--- src/tmc_pkg.sv ---
package tmc_pkg;

  // Register byte addresses on the AXI4-Lite bus.
  localparam logic [7:0] ADDR_CTRL_A  = 8'h00;
  localparam logic [7:0] ADDR_CTRL_B  = 8'h04;
  localparam logic [7:0] ADDR_COUNT   = 8'h08;
  localparam logic [7:0] ADDR_CMP_A   = 8'h0C;
  localparam logic [7:0] ADDR_CMP_B   = 8'h10;
  localparam logic [7:0] ADDR_FLAGS   = 8'h14;
  localparam logic [7:0] ADDR_MASK    = 8'h18;
  localparam logic [7:0] ADDR_SERVICE = 8'h1C;

  // Field positions in timer_control_a.
  localparam int ACT_A_POS = 6;
  localparam int ACT_B_POS = 4;
  localparam int WGM_LO_POS = 0;
  // Field positions in timer_control_b.
  localparam int FORCE_A_POS = 7;
  localparam int FORCE_B_POS = 6;
  localparam int WGM_HI_POS = 3;
  localparam int CS_POS = 0;
  // Flag and mask bit positions.
  localparam int OVF_POS = 0;
  localparam int MFA_POS = 1;
  localparam int MFB_POS = 2;

  localparam logic [7:0] CNT_BOTTOM = 8'h00;
  localparam logic [7:0] CNT_MAX    = 8'hFF;
  localparam logic [7:0] RESET_BYTE = 8'h00;

  // Waveform modes.
  localparam logic [2:0] WGM_NORMAL  = 3'h0;
  localparam logic [2:0] WGM_PC_MAX  = 3'h1;
  localparam logic [2:0] WGM_CTC     = 3'h2;
  localparam logic [2:0] WGM_FAST_MX = 3'h3;
  localparam logic [2:0] WGM_PC_CMP  = 3'h5;
  localparam logic [2:0] WGM_FAST_CP = 3'h7;

  // Clock select codes.
  localparam logic [2:0] CS_STOP   = 3'h0;
  localparam logic [2:0] CS_DIV1   = 3'h1;
  localparam logic [2:0] CS_DIV8   = 3'h2;
  localparam logic [2:0] CS_DIV64  = 3'h3;
  localparam logic [2:0] CS_DIV256 = 3'h4;
  localparam logic [2:0] CS_DIV1K  = 3'h5;
  localparam logic [2:0] CS_EXT_FALL = 3'h6;
  localparam logic [2:0] CS_EXT_RISE = 3'h7;

  localparam logic [1:0] RESP_OKAY   = 2'h0;
  localparam logic [1:0] RESP_SLVERR = 2'h2;

  typedef struct packed {
    logic [7:0] addr;
    logic [31:0] data;
    logic [3:0] strb;
  } tmc_wreq_t;

  typedef struct packed {
    logic [7:0] ctrl_a;
    logic [7:0] ctrl_b;
    logic [7:0] count;
    logic [7:0] cmp_a;
    logic [7:0] cmp_b;
    logic [7:0] buf_a;
    logic [7:0] buf_b;
    logic [2:0] flags;
    logic [2:0] mask;
    logic out_a;
    logic out_b;
    logic dir_down;
    logic block;
    logic [9:0] pre;
    logic ext_q;
    logic aw_hold;
    logic w_hold;
    tmc_wreq_t wreq;
    logic bvalid;
    logic [1:0] bresp;
    logic rvalid;
    logic [31:0] rdata;
    logic [1:0] rresp;
  } tmc_state_t;

endpackage : tmc_pkg

--- src/tmc_timer.sv ---
// The register addresses and the AXI4-Lite interface to the registers were chosen for this implementation.
`timescale 1ns/10ps
module tmc_timer
  import tmc_pkg::*;
(
  // Clock and reset.
  input  wire logic        aclk,
  input  wire logic        aresetn,
  // AXI4-Lite slave.
  input  wire logic [7:0]  s_axi_awaddr,
  input  wire logic        s_axi_awvalid,
  output logic             s_axi_awready,
  input  wire logic [31:0] s_axi_wdata,
  input  wire logic [3:0]  s_axi_wstrb,
  input  wire logic        s_axi_wvalid,
  output logic             s_axi_wready,
  output logic [1:0]       s_axi_bresp,
  output logic             s_axi_bvalid,
  input  wire logic        s_axi_bready,
  input  wire logic [7:0]  s_axi_araddr,
  input  wire logic        s_axi_arvalid,
  output logic             s_axi_arready,
  output logic [31:0]      s_axi_rdata,
  output logic [1:0]       s_axi_rresp,
  output logic             s_axi_rvalid,
  input  wire logic        s_axi_rready,
  // Timer pins and power gate.
  input  wire logic        timer_power_gate,
  input  wire logic        external_count_input,
  output logic             compare_output_a,
  output logic             compare_output_b,
  // Interrupt requests and service acknowledges.
  output logic             irq_overflow,
  output logic             irq_match_a,
  output logic             irq_match_b,
  input  wire logic        irq_ack_match_a,
  input  wire logic        irq_ack_match_b,
  input  wire logic        irq_ack_overflow
);

  tmc_state_t s_r;
  tmc_state_t s_nxt;

  function automatic logic is_pwm(input logic [2:0] m);
    is_pwm = (m != WGM_NORMAL) && (m != WGM_CTC);
  endfunction : is_pwm

  function automatic logic [1:0] apply_action(input logic [1:0] act,
                                              input logic cur);
    unique case (act)
      2'h0: apply_action = {1'b0, cur};
      2'h1: apply_action = {1'b0, ~cur};
      2'h2: apply_action = 2'b00;
      2'h3: apply_action = 2'b01;
    endcase
  endfunction : apply_action

  logic [2:0] wgm;
  logic       tick;
  logic       pre_hit;
  logic [7:0] top_val;
  logic       match_a;
  logic       match_b;
  logic       aw_ok;
  logic       w_ok;
  logic       do_wr;
  logic       do_rd;
  logic [7:0] wb;
  logic [7:0] rbyte;
  logic       rhit;
  logic       whit;
  logic       cnt_wr;

  assign wgm = {s_r.ctrl_b[WGM_HI_POS], s_r.ctrl_a[WGM_LO_POS +: 2]};
  assign top_val = (wgm == WGM_CTC || wgm == WGM_PC_CMP || wgm == WGM_FAST_CP)
                   ? s_r.cmp_a : CNT_MAX;

  always_comb
  begin
    unique case (s_r.ctrl_b[CS_POS +: 3])
      CS_DIV1:     pre_hit = 1'b1;
      CS_DIV8:     pre_hit = (s_r.pre[2:0] == 3'h7);
      CS_DIV64:    pre_hit = (s_r.pre[5:0] == 6'h3F);
      CS_DIV256:   pre_hit = (s_r.pre[7:0] == 8'hFF);
      CS_DIV1K:    pre_hit = (s_r.pre == 10'h3FF);
      CS_EXT_FALL: pre_hit = s_r.ext_q && !external_count_input;
      CS_EXT_RISE: pre_hit = !s_r.ext_q && external_count_input;
      default:     pre_hit = 1'b0;
    endcase
  end
  assign tick = pre_hit && !timer_power_gate;

  assign match_a = (s_r.count == s_r.cmp_a);
  assign match_b = (s_r.count == s_r.cmp_b);

  assign aw_ok = s_axi_awvalid && !s_r.aw_hold && !s_r.bvalid;
  assign w_ok  = s_axi_wvalid && !s_r.w_hold && !s_r.bvalid;
  assign s_axi_awready = aw_ok;
  assign s_axi_wready  = w_ok;
  assign do_wr = (s_r.aw_hold || aw_ok) && (s_r.w_hold || w_ok);
  assign s_axi_arready = !s_r.rvalid;
  assign do_rd = s_axi_arvalid && !s_r.rvalid;

  always_comb
  begin
    tmc_wreq_t  q;
    logic [1:0] oa;
    logic [1:0] ob;
    logic [2:0] ev;
    q = s_r.wreq;
    ev = 3'b000;
    oa = 2'b00;
    ob = 2'b00;
    s_nxt = s_r;
    whit = 1'b0;
    cnt_wr = 1'b0;
    if (aw_ok)
    begin
      s_nxt.wreq.addr = s_axi_awaddr;
      q.addr = s_axi_awaddr;
      s_nxt.aw_hold = 1'b1;
    end
    if (w_ok)
    begin
      s_nxt.wreq.data = s_axi_wdata;
      s_nxt.wreq.strb = s_axi_wstrb;
      q.data = s_axi_wdata;
      q.strb = s_axi_wstrb;
      s_nxt.w_hold = 1'b1;
    end
    wb = q.data[7:0];
    s_nxt.pre = s_r.pre + 10'd1;
    s_nxt.ext_q = external_count_input;
    // Counter unit.
    if (tick)
    begin
      s_nxt.block = 1'b0;
      unique case (wgm)
        WGM_PC_MAX, WGM_PC_CMP:
        begin
          if (s_r.count == top_val)
            s_nxt.dir_down = 1'b1;
          else if (s_r.count == CNT_BOTTOM)
            s_nxt.dir_down = 1'b0;
          if ((s_r.count == top_val) || (s_r.dir_down && s_r.count != CNT_BOTTOM))
            s_nxt.count = s_r.count - 8'd1;
          else
            s_nxt.count = s_r.count + 8'd1;
          if (s_r.count == CNT_BOTTOM && s_r.dir_down)
            ev[OVF_POS] = 1'b1;
        end
        WGM_CTC, WGM_FAST_MX, WGM_FAST_CP:
        begin
          s_nxt.dir_down = 1'b0;
          if (s_r.count == top_val)
            s_nxt.count = CNT_BOTTOM;
          else
            s_nxt.count = s_r.count + 8'd1;
          if (wgm == WGM_CTC ? (s_r.count == CNT_MAX) : (s_r.count == top_val))
            ev[OVF_POS] = 1'b1;
        end
        default:
        begin
          s_nxt.dir_down = 1'b0;
          s_nxt.count = s_r.count + 8'd1;
          if (s_r.count == CNT_MAX)
            ev[OVF_POS] = 1'b1;
        end
      endcase
      if (!s_r.block)
      begin
        if (match_a)
          ev[MFA_POS] = 1'b1;
        if (match_b)
          ev[MFB_POS] = 1'b1;
        // Waveform outputs.
        if (!is_pwm(wgm))
        begin
          if (match_a)
            oa = apply_action(s_r.ctrl_a[ACT_A_POS +: 2], s_r.out_a);
          else
            oa = {1'b0, s_r.out_a};
          if (match_b)
            ob = apply_action(s_r.ctrl_a[ACT_B_POS +: 2], s_r.out_b);
          else
            ob = {1'b0, s_r.out_b};
          s_nxt.out_a = oa[0];
          s_nxt.out_b = ob[0];
        end
        else
        begin
          if (match_a && s_r.ctrl_a[ACT_A_POS + 1])
            s_nxt.out_a = s_r.ctrl_a[ACT_A_POS] ^ (wgm == WGM_FAST_MX || wgm == WGM_FAST_CP
                          ? 1'b0 : !s_r.dir_down);
          if (match_b && s_r.ctrl_a[ACT_B_POS + 1])
            s_nxt.out_b = s_r.ctrl_a[ACT_B_POS] ^ (wgm == WGM_FAST_MX || wgm == WGM_FAST_CP
                          ? 1'b0 : !s_r.dir_down);
        end
      end
      if (is_pwm(wgm) && (wgm == WGM_FAST_MX || wgm == WGM_FAST_CP) &&
          s_r.count == top_val)
      begin
        if (s_r.ctrl_a[ACT_A_POS + 1])
          s_nxt.out_a = !s_r.ctrl_a[ACT_A_POS];
        if (s_r.ctrl_a[ACT_B_POS + 1])
          s_nxt.out_b = !s_r.ctrl_a[ACT_B_POS];
      end
      // Buffer update at top for fast PWM, at TOP for phase correct.
      if (is_pwm(wgm) && (s_r.count == top_val))
      begin
        s_nxt.cmp_a = s_r.buf_a;
        s_nxt.cmp_b = s_r.buf_b;
      end
    end
    // Interrupt service clears.
    if (irq_ack_overflow)
      s_nxt.flags[OVF_POS] = 1'b0;
    if (irq_ack_match_a)
      s_nxt.flags[MFA_POS] = 1'b0;
    if (irq_ack_match_b)
      s_nxt.flags[MFB_POS] = 1'b0;
    // Register writes.
    if (do_wr)
    begin
      s_nxt.aw_hold = 1'b0;
      s_nxt.w_hold = 1'b0;
      s_nxt.bvalid = 1'b1;
      s_nxt.bresp = RESP_OKAY;
      whit = q.strb[0];
      unique case (q.addr)
        ADDR_CTRL_A:
          if (whit)
            s_nxt.ctrl_a = wb;
        ADDR_CTRL_B:
          if (whit)
          begin
            s_nxt.ctrl_b = {2'b00, wb[5:0]};
            if (!is_pwm({wb[WGM_HI_POS], s_r.ctrl_a[WGM_LO_POS +: 2]}))
            begin
              oa = apply_action(s_r.ctrl_a[ACT_A_POS +: 2], s_r.out_a);
              ob = apply_action(s_r.ctrl_a[ACT_B_POS +: 2], s_r.out_b);
              if (wb[FORCE_A_POS])
                s_nxt.out_a = oa[0];
              if (wb[FORCE_B_POS])
                s_nxt.out_b = ob[0];
            end
          end
        ADDR_COUNT:
          if (whit)
          begin
            s_nxt.count = wb;
            s_nxt.block = 1'b1;
            cnt_wr = 1'b1;
          end
        ADDR_CMP_A:
          if (whit)
          begin
            if (is_pwm(wgm))
              s_nxt.buf_a = wb;
            else
              s_nxt.cmp_a = wb;
          end
        ADDR_CMP_B:
          if (whit)
          begin
            if (is_pwm(wgm))
              s_nxt.buf_b = wb;
            else
              s_nxt.cmp_b = wb;
          end
        ADDR_FLAGS:
          if (whit)
            s_nxt.flags = s_nxt.flags & ~wb[2:0];
        ADDR_MASK:
          if (whit)
            s_nxt.mask = wb[2:0];
        default:
          s_nxt.bresp = RESP_SLVERR;
      endcase
    end
    // Hardware events win over a clear in the same cycle.
    s_nxt.flags = s_nxt.flags | ev;
    if (s_r.bvalid && s_axi_bready)
      s_nxt.bvalid = 1'b0;
    // Register reads.
    rhit = 1'b1;
    unique case (s_axi_araddr)
      ADDR_CTRL_A: rbyte = s_r.ctrl_a;
      ADDR_CTRL_B: rbyte = s_r.ctrl_b;
      ADDR_COUNT:  rbyte = s_r.count;
      ADDR_CMP_A:  rbyte = is_pwm(wgm) ? s_r.buf_a : s_r.cmp_a;
      ADDR_CMP_B:  rbyte = is_pwm(wgm) ? s_r.buf_b : s_r.cmp_b;
      ADDR_FLAGS:  rbyte = {5'h00, s_r.flags};
      ADDR_MASK:   rbyte = {5'h00, s_r.mask};
      ADDR_SERVICE: rbyte = {7'h00, s_r.out_b & s_r.out_a};
      default:
      begin
        rbyte = RESET_BYTE;
        rhit = 1'b0;
      end
    endcase
    if (do_rd)
    begin
      s_nxt.rvalid = 1'b1;
      s_nxt.rdata = {24'h00_0000, rbyte};
      s_nxt.rresp = rhit ? RESP_OKAY : RESP_SLVERR;
    end
    else if (s_r.rvalid && s_axi_rready)
      s_nxt.rvalid = 1'b0;
  end

  always_ff @(posedge aclk)
  begin
    if (!aresetn)
      s_r <= '0;
    else
      s_r <= s_nxt;
  end

  assign s_axi_bvalid = s_r.bvalid;
  assign s_axi_bresp  = s_r.bresp;
  assign s_axi_rvalid = s_r.rvalid;
  assign s_axi_rdata  = s_r.rdata;
  assign s_axi_rresp  = s_r.rresp;
  assign compare_output_a = s_r.out_a;
  assign compare_output_b = s_r.out_b;
  assign irq_overflow = s_r.flags[OVF_POS] & s_r.mask[OVF_POS];
  assign irq_match_a  = s_r.flags[MFA_POS] & s_r.mask[MFA_POS];
  assign irq_match_b  = s_r.flags[MFB_POS] & s_r.mask[MFB_POS];

  AST_STOPPED_HOLDS: assert property (@(posedge aclk) disable iff (!aresetn)
    (s_r.ctrl_b[2:0] == CS_STOP) && !do_wr |=> s_r.count == $past(s_r.count))
    else $error("Counter moved while stopped.");
  AST_WRITE_WINS: assert property (@(posedge aclk) disable iff (!aresetn)
    cnt_wr |=> s_r.count == $past(wb))
    else $error("Counter write lost to count.");
  AST_BLOCK_SET: assert property (@(posedge aclk) disable iff (!aresetn)
    cnt_wr |=> s_r.block)
    else $error("Counter write did not block matches.");
  AST_FLAG_A_LATE: assert property (@(posedge aclk) disable iff (!aresetn)
    tick && match_a && !s_r.block && !irq_ack_match_a && !do_wr |=> s_r.flags[MFA_POS])
    else $error("Match flag A not set on tick.");
  AST_BLOCKED_NO_FLAG: assert property (@(posedge aclk) disable iff (!aresetn)
    tick && s_r.block && !s_r.flags[MFB_POS] && !do_wr |=> !s_r.flags[MFB_POS])
    else $error("Blocked match set flag B.");
  AST_IRQ_MASK: assert property (@(posedge aclk) disable iff (!aresetn)
    !s_r.mask[MFA_POS] |-> !irq_match_a)
    else $error("Masked request seen.");
  AST_WRAP: assert property (@(posedge aclk) disable iff (!aresetn)
    tick && wgm == WGM_NORMAL && s_r.count == CNT_MAX && !do_wr
    |=> s_r.count == CNT_BOTTOM && s_r.flags[OVF_POS])
    else $error("Normal mode wrap wrong.");
  AST_NO_TICK_GATED: assert property (@(posedge aclk) disable iff (!aresetn)
    timer_power_gate |-> !tick)
    else $error("Tick while gated.");

endmodule : tmc_timer

--- config.mk ---
export PLATFORM = sky130hd
export DESIGN_NAME = tmc_timer
export DESIGN_NICKNAME = d
export VERILOG_FILES = /design/src/tmc_pkg.sv /design/src/tmc_timer.sv
export SDC_FILE = /design/constraint.sdc
export NUM_CORES = 1
export LEC_CHECK = 0
export ABC_AREA = 1
export BUFFER_PORTS_ARGS = -buffer_cell sky130_fd_sc_hd__buf_4
export CAP_MARGIN = 20
export CORE_AREA = 2 2 142 144
export CTS_CLUSTER_DIAMETER = 150
export CTS_CLUSTER_SIZE = 8
export DETAILED_ROUTE_END_ITERATION = 6
export DIE_AREA = 0 0 144 146
export GPL_TIMING_DRIVEN = 0
export HOLD_SLACK_MARGIN = 0.15
export PLACE_DENSITY = 0.5
export SYNTH_ARGS = -nofsm -noshare
export SYNTH_HDL_FRONTEND = slang
export SYNTH_SLANG_ARGS = --single-unit
--- constraint.sdc ---
create_clock -name aclk -period 4.45 [get_ports aclk]
set_input_delay 0.89 -clock aclk [delete_from_list [all_inputs] [get_ports aclk]]
set_output_delay 0.89 -clock aclk [all_outputs]
set_load 0.02 [all_outputs]
==> results of run 1 <==
final cells by class:
cell class | instances | area (sq um)
inverter | 143 | 537
clock buffer | 9 | 225
tap | 265 | 332
fill | 2148 | 11700
sequential | 106 | 2120
timing repair buffer | 57 | 428
buffer | 70 | 450
clock inverter | 7 | 61.3
multi-input combinational | 712 | 3520
cells by family (layout without fill, tap and decap cells):
| family | Yosys count | after routing | share of synthesized area [%] |
|---|---|---|---|
| simple gates | 454 | 454 | 30.7 |
| buf+inv | 213 | 286 | 15.1 |
| compound gates | 210 | 210 | 18.4 |
| flops | 106 | 106 | 32.5 |
| xor+xnor | 17 | 17 | 2.28 |
| fa+ha+maj | 5 | 5 | 0.957 |
| other cells | 1 | 26 | 0.0574 |
worst min-delay path by stage:
stage / slack (ps) / depth (start not counted) / end / start
after floorplan: 420 / 1 / s_r[85] / s_r[85]
after global placement: 430 / 1 / s_r[85] / s_r[85]
after detailed placement: 440 / 1 / s_r[85] / s_r[85]
after CTS: 460 / 1 / s_r[85] / s_r[85]
after global routing: 480 / 2 / s_axi_bresp[1] / s_axi_bresp[1]
final: 460 / 1 / s_r[85] / s_r[85]
placed cells by master, fill, tap and decap left out, types with 5 or more instances in the layout:
cell type	synthesis	routed
o211ai_1	19	19
dfxtp_1	106	106
nand3_1	54	54
a21oi_1	78	78
nand2_2	7	7
inv_2	7	7
o21ai_0	68	68
xnor2_1	6	6
o2111ai_1	5	5
nand4_1	10	10
ha_1	5	5
conb_1	1	26
nor3_1	10	10
o21ai_2	5	5
clkbuf_1	13	13
o21ai_1	18	18
buf_4	38	94
buf_2	11	11
nand2_1	244	244
or2_2	10	10
xor2_1	11	11
nor2_1	98	98
inv_1	136	136
clkbuf_16	0	9
metal layers:
metal,up-vias,part of all wire (%),track usage (%)
met5,-,0,0
met4,0,1.8,5.98
met3,21,4.4,2.67
met2,169,45,33.1
met1,2960,48,30.2
li1,3351,-,-
power groups by stage:
stage	logic [W]	clock network (W)	registers [W]
6_report	0.000511	0.000808	0.00100
5_1_grt	0.000559	0.000866	0.00101
4_1_cts	0.000508	0.000827	0.00101
3_5_place_dp	0.000506	0	0.00103
3_3_place_gp	0.000504	0	0.00103
2_1_floorplan	0.000345	0	0.00103
flip-flops by register name, summed over array words and instances, names as in the netlist:
name and flops:
s_r 92, compare_output_a 1, compare_output_b 1, s_axi_rvalid 1, s_axi_rdata 8, s_axi_bresp 1
s_axi_rresp 1, s_axi_bvalid 1
per-stage QoR:
step,hold WS [ps],setup slack (ps)
global placement,434,1290
global route,480,1560
floorplan,418,2140
finish,458,1760
CTS,460,1640
detailed placement,442,1250
worst register-to-register path, cell delays in order, from the launching register on:
cell	delay, ps
dfxtp_1	360
ha_1	190
nand3_1	120
nor2_1	260
nand3_1	190
nand2_1	90
nand2_1	50
nand2_1	50
nand2_1	300
inv_1	270
nand2_2	140
buf_2	220
nand2_1	80
o211ai_1	90
nand2_1	80
inv_1	30
==> impl_metrics.env, run 1 <==
export IMPL_grtUsageTotal_pct=21.1
export IMPL_crit_chain="buf_4, nand2_4, inv_2, o21ai_1, inv_1, nor3_2, nand3_2, nand2_2, o21ai_0, nand2_1, inv_1"
export IMPL_totalWireLength_mm=21.9
export IMPL_globalplace_congestion=0.891
export IMPL_hpwl_mm=17.2
export IMPL_place_inst=1352
export IMPL_synth_most_common_cell="nand2_1"
export IMPL_power_total_w=0.00232
export IMPL_syn_area_sq_um=6530
export IMPL_rsz0062_at_grt="false"
export IMPL_crit_required_ps=4720
export IMPL_placementRows=51
export IMPL_finalInstanceArea_sq_um=7670
export IMPL_synth_edf_count=0
export IMPL_fin_nets=1168
export IMPL_crit_end="s_r[143]"
export IMPL_cts_tree="done"
export IMPL_crit_slowest_cell="o21ai_1"
export IMPL_critical_path_top_delay_family="simple AND/OR/NAND/NOR gates"
export IMPL_syn_area_per_cell_sq_um=6.49
export IMPL_grt_max_degree=20
export IMPL_setup_viol=0
export IMPL_async_flop_share_pct=0
export IMPL_drive_above_1_share_pct=16.2
export IMPL_min_path_type="flip-flop to flip-flop"
export IMPL_ctsHtreeMaxLevel=3
export IMPL_core_sq_um=19300
export IMPL_die_h_um=146
export IMPL_routed_via_density=4.75
export IMPL_clkPwrFrac_pct=34.8
export IMPL_io_buffer_count=56
export IMPL_rr_endpoint="s_r[123]"
export IMPL_cts_root_buf="clkbuf_16"
export IMPL_start_util_pct=33.8
export IMPL_synthCells=1006
export IMPL_diodes=0
export IMPL_cp_start_kind="primary input"
export IMPL_dpl_cell_area_sq_um=7380
export IMPL_antenna_found_initial=0
export IMPL_cellPowerDensity_nw_per_um2=303
export IMPL_ys_seq_elements=106
export IMPL_tns_ps=0
export IMPL_r2r_slack_ps=1830
export IMPL_cap_viol_max_count=0
export IMPL_power_frac_comb_pct=22.0
export IMPL_status="finished, final reports clean"
export IMPL_critPathMaxStageDelay_ps=370
export IMPL_synth_top_cells_by_area="dfxtp_1, nand2_1, inv_1, a21oi_1, nor2_1"
export IMPL_ant_nets=0
export IMPL_maxSlewViolCount=0
export IMPL_synth_top_cell_area_share_pct=32.5
export IMPL_max_slew_margin_pct=37.3
export IMPL_peakVddDrop_uv=174
export IMPL_routedWlPerCell_um=16.0
export IMPL_r2r_cells=15
export IMPL_switching_share_pct=33.7
export IMPL_endpoint_kind="flip-flop"
export IMPL_syn_to_final_growth_pct=17.4
export IMPL_fin_skew_ps=9.62
export IMPL_die_width_um=144
export IMPL_final_util_pct=39.7
export IMPL_clockBufferDepth=2
export IMPL_clk_pin_slew_worst_paths_ps=80
export IMPL_path_common_cell="inv_1"
export IMPL_worstMarginPinSlew_ps=930
export IMPL_p_leak_nw=3.55
export IMPL_drc=0
export IMPL_cts_resized=0
export IMPL_worst_setup_path_type="primary input to flip-flop"
export IMPL_grt_pass1_wl_mm=33.8
export IMPL_synth_cell_types=47
export IMPL_dieArea_sq_um=21000
export IMPL_cp_arrival_ps=2960
export IMPL_p_int_w=0.00154
export IMPL_yosys_area_top_type="dfxtp_1"
export IMPL_clock_sinks=106
export IMPL_ios=110
export IMPL_ys_flop_type="dfxtp_1"
export IMPL_worst_path_stages=11
export IMPL_cts_buffers=9
export IMPL_clk_latency_ps=370
export IMPL_hold_buffers=0
export IMPL_path_buf_inv=4
export IMPL_crit_path_start="s_axi_awvalid"
export IMPL_grt_pass1_vias=5903
export IMPL_power_frac_seq_pct=43.2
export IMPL_min_period_ps=2690
export IMPL_drt_iter0_drc=499
export IMPL_drtPass1Iterations=6
export IMPL_synthTopCellsByCount="nand2_1, inv_1, dfxtp_1"
export IMPL_ys_seq_area_share_pct=32.5
export IMPL_finalCritPeriodShare_pct=60.5
export IMPL_final_cells=1369
export IMPL_post_cts_buffers=0
export IMPL_globalRouteOverflowTotal=0
export IMPL_fmax_mhz=371
export IMPL_timing_rr_start="s_r[85]"
export IMPL_p_sw_w=0.000784
export IMPL_finalHoldViolations=0
export IMPL_vias=6501
export IMPL_worstPathMaxFanout=9
export IMPL_yosysWarnings=0
Power figures use the tool's default switching activity.
==> run 2: changes to the inputs <==
==> constraint.sdc (replaced) <==
create_clock -name aclk -period 2.71 [get_ports aclk]
set_input_delay 0.542 -clock aclk [delete_from_list [all_inputs] [get_ports aclk]]
set_output_delay 0.542 -clock aclk [all_outputs]
set_load 0.02 [all_outputs]
==> run 2 against run 1 <==
Sequential power rose by 65%. Clock skew barely moved. Non-clock buffer count did not move. Design area rose by 0.11%. First-iteration DRC count fell by 6.6%. Worst hold slack got worse by 110 ps. Final cell count did not move. Die area did not move. Critical path type is now flip-flop to flip-flop.
==> impl_metrics.env, run 2 (synthesis gave the netlist of run 1 again) <==
export IMPL_status="finished, final reports clean"
export IMPL_grtUsageTotal_pct=21.1
export IMPL_maxSlewViolCount=0
export IMPL_largest_reg_flops=92
export IMPL_crit_chain="nor2_2, nand2_4, buf_6, nand2_1, o21ai_4, nand2_2, nor3_2, nand3_2, nand2_2, o21ai_0, nand2_1, inv_1"
export IMPL_cts_buffers=9
export IMPL_top_register="s_r"
export IMPL_core_sq_um=19300
export IMPL_grt_use_met3_pct=2.67
export IMPL_worstMarginPinSlew_ps=928
export IMPL_worstPathMaxFanout=10
export IMPL_grt_pass1_vias=5903
export IMPL_hpwl_mm=17.2
export IMPL_globalRouteOverflowTotal=0
export IMPL_routed_via_density=4.75
export IMPL_critPathMaxStageDelay_ps=410
export IMPL_cts_tree="done"
export IMPL_final_cells=1369
export IMPL_grt_max_degree=20
export IMPL_use_met2_pct=33.1
export IMPL_final_cell_mix="nand2_1, inv_1, dfxtp_1"
export IMPL_antenna_found_initial=0
export IMPL_die_h_um=146
export IMPL_fmax_mhz=406
export IMPL_globalplace_congestion=0.891
export IMPL_routedWlPerCell_um=16.0
export IMPL_rsz0062_at_grt="false"
export IMPL_max_slew_margin_pct=37.5
export IMPL_io_buffer_count=56
export IMPL_path_buf_inv=2
export IMPL_final_util_pct=39.7
export IMPL_dieArea_sq_um=21000
export IMPL_busiest_layer="met2"
export IMPL_layout_commonest_cell="nand2_1"
export IMPL_clock_sinks=106
export IMPL_drc=0
export IMPL_cap_viol_max_count=0
export IMPL_fin_nets=1168
export IMPL_detailedPlace_worstSlack_ps=-144
export IMPL_cellPowerDensity_nw_per_um2=497
export IMPL_totalWireLength_mm=21.9
export IMPL_grt_pass1_wl_mm=33.8
export IMPL_diodes=0
export IMPL_clk_pin_slew_worst_paths_ps=80
export IMPL_fin_skew_ps=9.91
export IMPL_ant_nets=0
export IMPL_critical_path_top_delay_family="simple AND/OR/NAND/NOR gates"
export IMPL_cts_root_buf="clkbuf_16"
export IMPL_setup_viol=0
export IMPL_post_cts_buffers=0
export IMPL_worst_setup_path_type="flip-flop to flip-flop"
export IMPL_drtPass1Iterations=5
export IMPL_ctsHtreeMaxLevel=3
export IMPL_syn_to_final_growth_pct=17.6
export IMPL_start_util_pct=33.8
export IMPL_clk_latency_ps=370
export IMPL_min_period_ps=2460
export IMPL_crit_slowest_cell="dfxtp_1"
export IMPL_ios=110
export IMPL_finalHoldViolations=0
export IMPL_drt_iter0_drc=466
export IMPL_die_width_um=144
export IMPL_vias=6500
export IMPL_place_inst=1352
export IMPL_min_path_type="primary input to flip-flop"
export IMPL_placementRows=51
export IMPL_use_met1_pct=30.2
export IMPL_crit_required_ps=2980
export IMPL_setup_ws_ps=246
export IMPL_cp_start_kind="flip-flop"
export IMPL_p_leak_nw=3.55
export IMPL_endpoint_kind="flip-flop"
export IMPL_finalCritPeriodShare_pct=90.9
export IMPL_drive_above_1_share_pct=16.5
export IMPL_clockBufferDepth=2
export IMPL_peakVddDrop_uv=286
export IMPL_cp_arrival_ps=2730
export IMPL_r2r_slack_ps=250
run 2: cell counts in the layout (fill, tap and decap cells not counted):
Identical to the previous run, type by type.
run 2: path summary, 6_finish.rpt:
kind,startpoint,end,cells after the start
worst max-delay path,s_axi_bvalid,s_r[143],12
worst min-delay path,s_axi_bready,s_axi_bvalid,2
worst max register to register,s_axi_bvalid,s_r[143],12
worst min register to register,s_r[85],s_r[85],1
run 2: timing repair:
action,CTS,global route
hold buffers,0,0
endpoints found under the setup margin,0,22
resized for setup,0,3
run 2: routing by layer:
| layer | up-vias | share of wire [%] |
|---|---|---|
| met5 | - | 0 |
| met3 | 24 | 4.9 |
| met4 | 0 | 1.8 |
| met2 | 177 | 46 |
| li1 | 3353 | - |
| met1 | 2946 | 48 |
run 2: area by class of cell:
| type | count | area [sq um] |
|---|---|---|
| Fill cell | 2149 | 11700 |
| Buffer | 70 | 450 |
| Tap cell | 265 | 332 |
| Inverter | 143 | 537 |
| Multi-Input combinational cell | 712 | 3530 |
| Sequential cell | 106 | 2120 |
| Timing Repair Buffer | 57 | 428 |
| Clock inverter | 7 | 61.3 |
| Clock buffer | 9 | 225 |
run 2: where the power goes:
group	internal [W]	switching [W]	leakage (nW)
combinational	0.000265	0.000574	2.55
sequential	0.00162	0.0000274	0.860
clock	0.000642	0.000684	0.135
run 2: metrics by stage:
stage	hold WS (ps)	total power [W]	setup TNS (ps)	area, sq um
6_report	350	0.00381	0	7680
5_1_grt	353	0.00400	0	7680
4_1_cts	340	0.00384	0	7670
3_5_place_dp	442	0.00252	-219	7380
3_3_place_gp	434	0.00251	-124	7380
2_1_floorplan	418	0.00225	0	6630
==> run 3: changes to the inputs <==
==> constraint.sdc (replaced) <==
create_clock -name aclk -period 2.71 [get_ports aclk]
set_input_delay 0.1355 -clock aclk [delete_from_list [all_inputs] [get_ports aclk]]
set_output_delay 0.1355 -clock aclk [all_outputs]
set_load 0.02 [all_outputs]
==> run 3 against run 2 <==
Via count up 1.2%. Global-route usage up 0.12 points. Highest routed layer unchanged. Critical path type unchanged. Largest power group unchanged. Register-to-register slack worse by 50 ps.
==> impl_metrics.env, run 3 (synthesis gave the netlist of run 1 again) <==
export IMPL_ios=110
export IMPL_placementRows=51
export IMPL_die_width_um=144
export IMPL_cts_tree="done"
export IMPL_start_util_pct=33.8
export IMPL_status="finished, final reports clean"
export IMPL_grtUsageTotal_pct=21.2
export IMPL_antenna_found_initial=0
export IMPL_drtPass1Iterations=5
export IMPL_fillerInstances=2147
export IMPL_cellPowerDensity_nw_per_um2=490
export IMPL_clk_latency_ps=370
export IMPL_crit_end="s_r[143]"
export IMPL_worstPathMaxFanout=10
export IMPL_min_period_ps=2520
export IMPL_final_cell_mix="nand2_1, inv_1, dfxtp_1"
export IMPL_worst_path_stages=12
export IMPL_core_sq_um=19300
export IMPL_hpwl_mm=17.2
export IMPL_finalCritPeriodShare_pct=92.9
export IMPL_diodes=0
export IMPL_multi_input_area_sq_um=3530
export IMPL_fin_nets=1182
export IMPL_ctsHtreeMaxLevel=3
export IMPL_setup_viol=0
export IMPL_cp_arrival_ps=2790
export IMPL_max_slew_margin_pct=38.3
export IMPL_dieArea_sq_um=21000
export IMPL_p_leak_nw=3.61
export IMPL_die_h_um=146
export IMPL_globalplace_congestion=0.891
export IMPL_clk_pin_slew_worst_paths_ps=80
export IMPL_critPathMaxStageDelay_ps=410
export IMPL_cts_buffers=9
export IMPL_crit_chain="nor2_2, nand2_4, buf_6, nand2_1, o21ai_4, nand2_2, nor3_2, nand3_2, nand2_2, o21ai_0, nand2_1, inv_1"
export IMPL_path_buf_inv=2
export IMPL_endpoint_kind="flip-flop"
export IMPL_finalHoldViolations=0
export IMPL_io_buffer_count=56
export IMPL_cp_start_kind="flip-flop"
export IMPL_grt_max_degree=20
export IMPL_layout_commonest_cell="nand2_1"
export IMPL_crit_path_start="s_axi_bvalid"
export IMPL_grt_pass1_wl_mm=34.0
export IMPL_r2r_cells=12
export IMPL_vias=6577
export IMPL_routed_via_density=4.76
export IMPL_rsz0062_at_grt="false"
export IMPL_r2r_slack_ps=190
export IMPL_rr_endpoint="s_r[143]"
export IMPL_crit_required_ps=2980
export IMPL_critical_path_top_delay_family="simple AND/OR/NAND/NOR gates"
export IMPL_top_register="s_r"
export IMPL_cts_root_buf="clkbuf_16"
export IMPL_drc=0
export IMPL_grt_pass1_vias=5968
export IMPL_drt_iter0_drc=514
export IMPL_drive_above_1_share_pct=16.3
export IMPL_syn_to_final_growth_pct=19.7
export IMPL_whs_ps=152
export IMPL_worstMarginPinSlew_ps=916
export IMPL_peakVddDrop_uv=287
export IMPL_globalRouteOverflowTotal=0
export IMPL_clockBufferDepth=2
export IMPL_maxSlewViolCount=0
export IMPL_largest_reg_flops=92
export IMPL_worst_setup_path_type="flip-flop to flip-flop"
export IMPL_fin_skew_ps=7.98
export IMPL_fmax_mhz=397
export IMPL_min_path_type="primary input to flip-flop"
export IMPL_regArea_sq_um=2120
export IMPL_tns_ps=0
export IMPL_crit_slowest_cell="dfxtp_1"
export IMPL_cap_viol_max_count=0
export IMPL_routedWlPerCell_um=15.9
export IMPL_timing_rr_start="s_axi_bvalid"
export IMPL_totalWireLength_mm=22.0
export IMPL_clock_sinks=106
export IMPL_ant_nets=0
[run 3: changes by cell type in the layout (fill, tap and decap cells not counted)]
cell,delta
dlygate4sd3_1,+14
[run 3: area by class of cell]
| type | count | share of cell area (%) |
|---|---|---|
| timing repair buffer | 71 | 7.26 |
| buffer | 70 | 5.76 |
| clock buffer | 9 | 2.88 |
| inverter | 143 | 6.86 |
| tap | 265 | 4.24 |
| clock inverter | 7 | 0.784 |
| multi-input combinational | 712 | 45.1 |
| sequential | 106 | 27.1 |
[run 3: repair_timing]
action                                  CTS  global route
hold buffers                             13             1
buffers inserted                          0             0
endpoints found under the setup margin    0            22
resized for setup                         0             3
endpoints found under the hold margin    13             1
[run 3: per-stage QoR]
stage               area [sq um]  util (%)  cells  total power (W)  setup WS (ps)
floorplan                   6630         -   1031          0.00225            738
detailed placement          7380      38.2   1352          0.00252            120
global placement            7380      38.2   1352          0.00251            116
global route                7820      40.5   1383          0.00402           24.3
finish                      7820      40.5   1383          0.00383            193
CTS                         7800      40.3   1381          0.00386           98.2
[run 3: report_power, final]
| part | total (W) | switching [W] | internal, W | leakage [nW] |
|---|---|---|---|---|
| Combinational | 0.000856 | 0.000578 | 0.000278 | 2.61 |
| Sequential | 0.00165 | 0.0000275 | 0.00162 | 0.860 |
| Clock | 0.00133 | 0.000685 | 0.000642 | 0.135 |
[run 3: worst min path at each step]
| stage | start | end | cells after the start |
|---|---|---|---|
| 2_1_floorplan | external_count_input | s_r[84] | 2 |
| 3_5_place_dp | s_axi_bready | s_axi_bvalid | 2 |
| 5_1_grt | s_axi_araddr[7] | s_axi_rresp[1] | 5 |
| 4_1_cts | s_axi_araddr[7] | s_axi_rresp[1] | 5 |
| 6_report | s_axi_araddr[7] | s_axi_rresp[1] | 5 |
| 3_3_place_gp | s_axi_bready | s_axi_bvalid | 2 |
[run 3: per-layer routing]
| layer | vias to the layer above | routed length [um] | GRT usage, % |
|---|---|---|---|
| li1 | 3381 | - | - |
| met1 | 3016 | 10800 | 30.4 |
| met2 | 150 | 10000 | 33.3 |
| met3 | 30 | 801 | 2.63 |
| met4 | 0 | 410 | 5.98 |
| met5 | - | 0 | 0 |
[run 3: worst register-to-register path: cells and delay by family (launching register included)]
family / cells / cell delay, ps
simple gates: 8 / 1470
flops: 1 / 410
compound gates: 2 / 320
buf+inv: 2 / 210
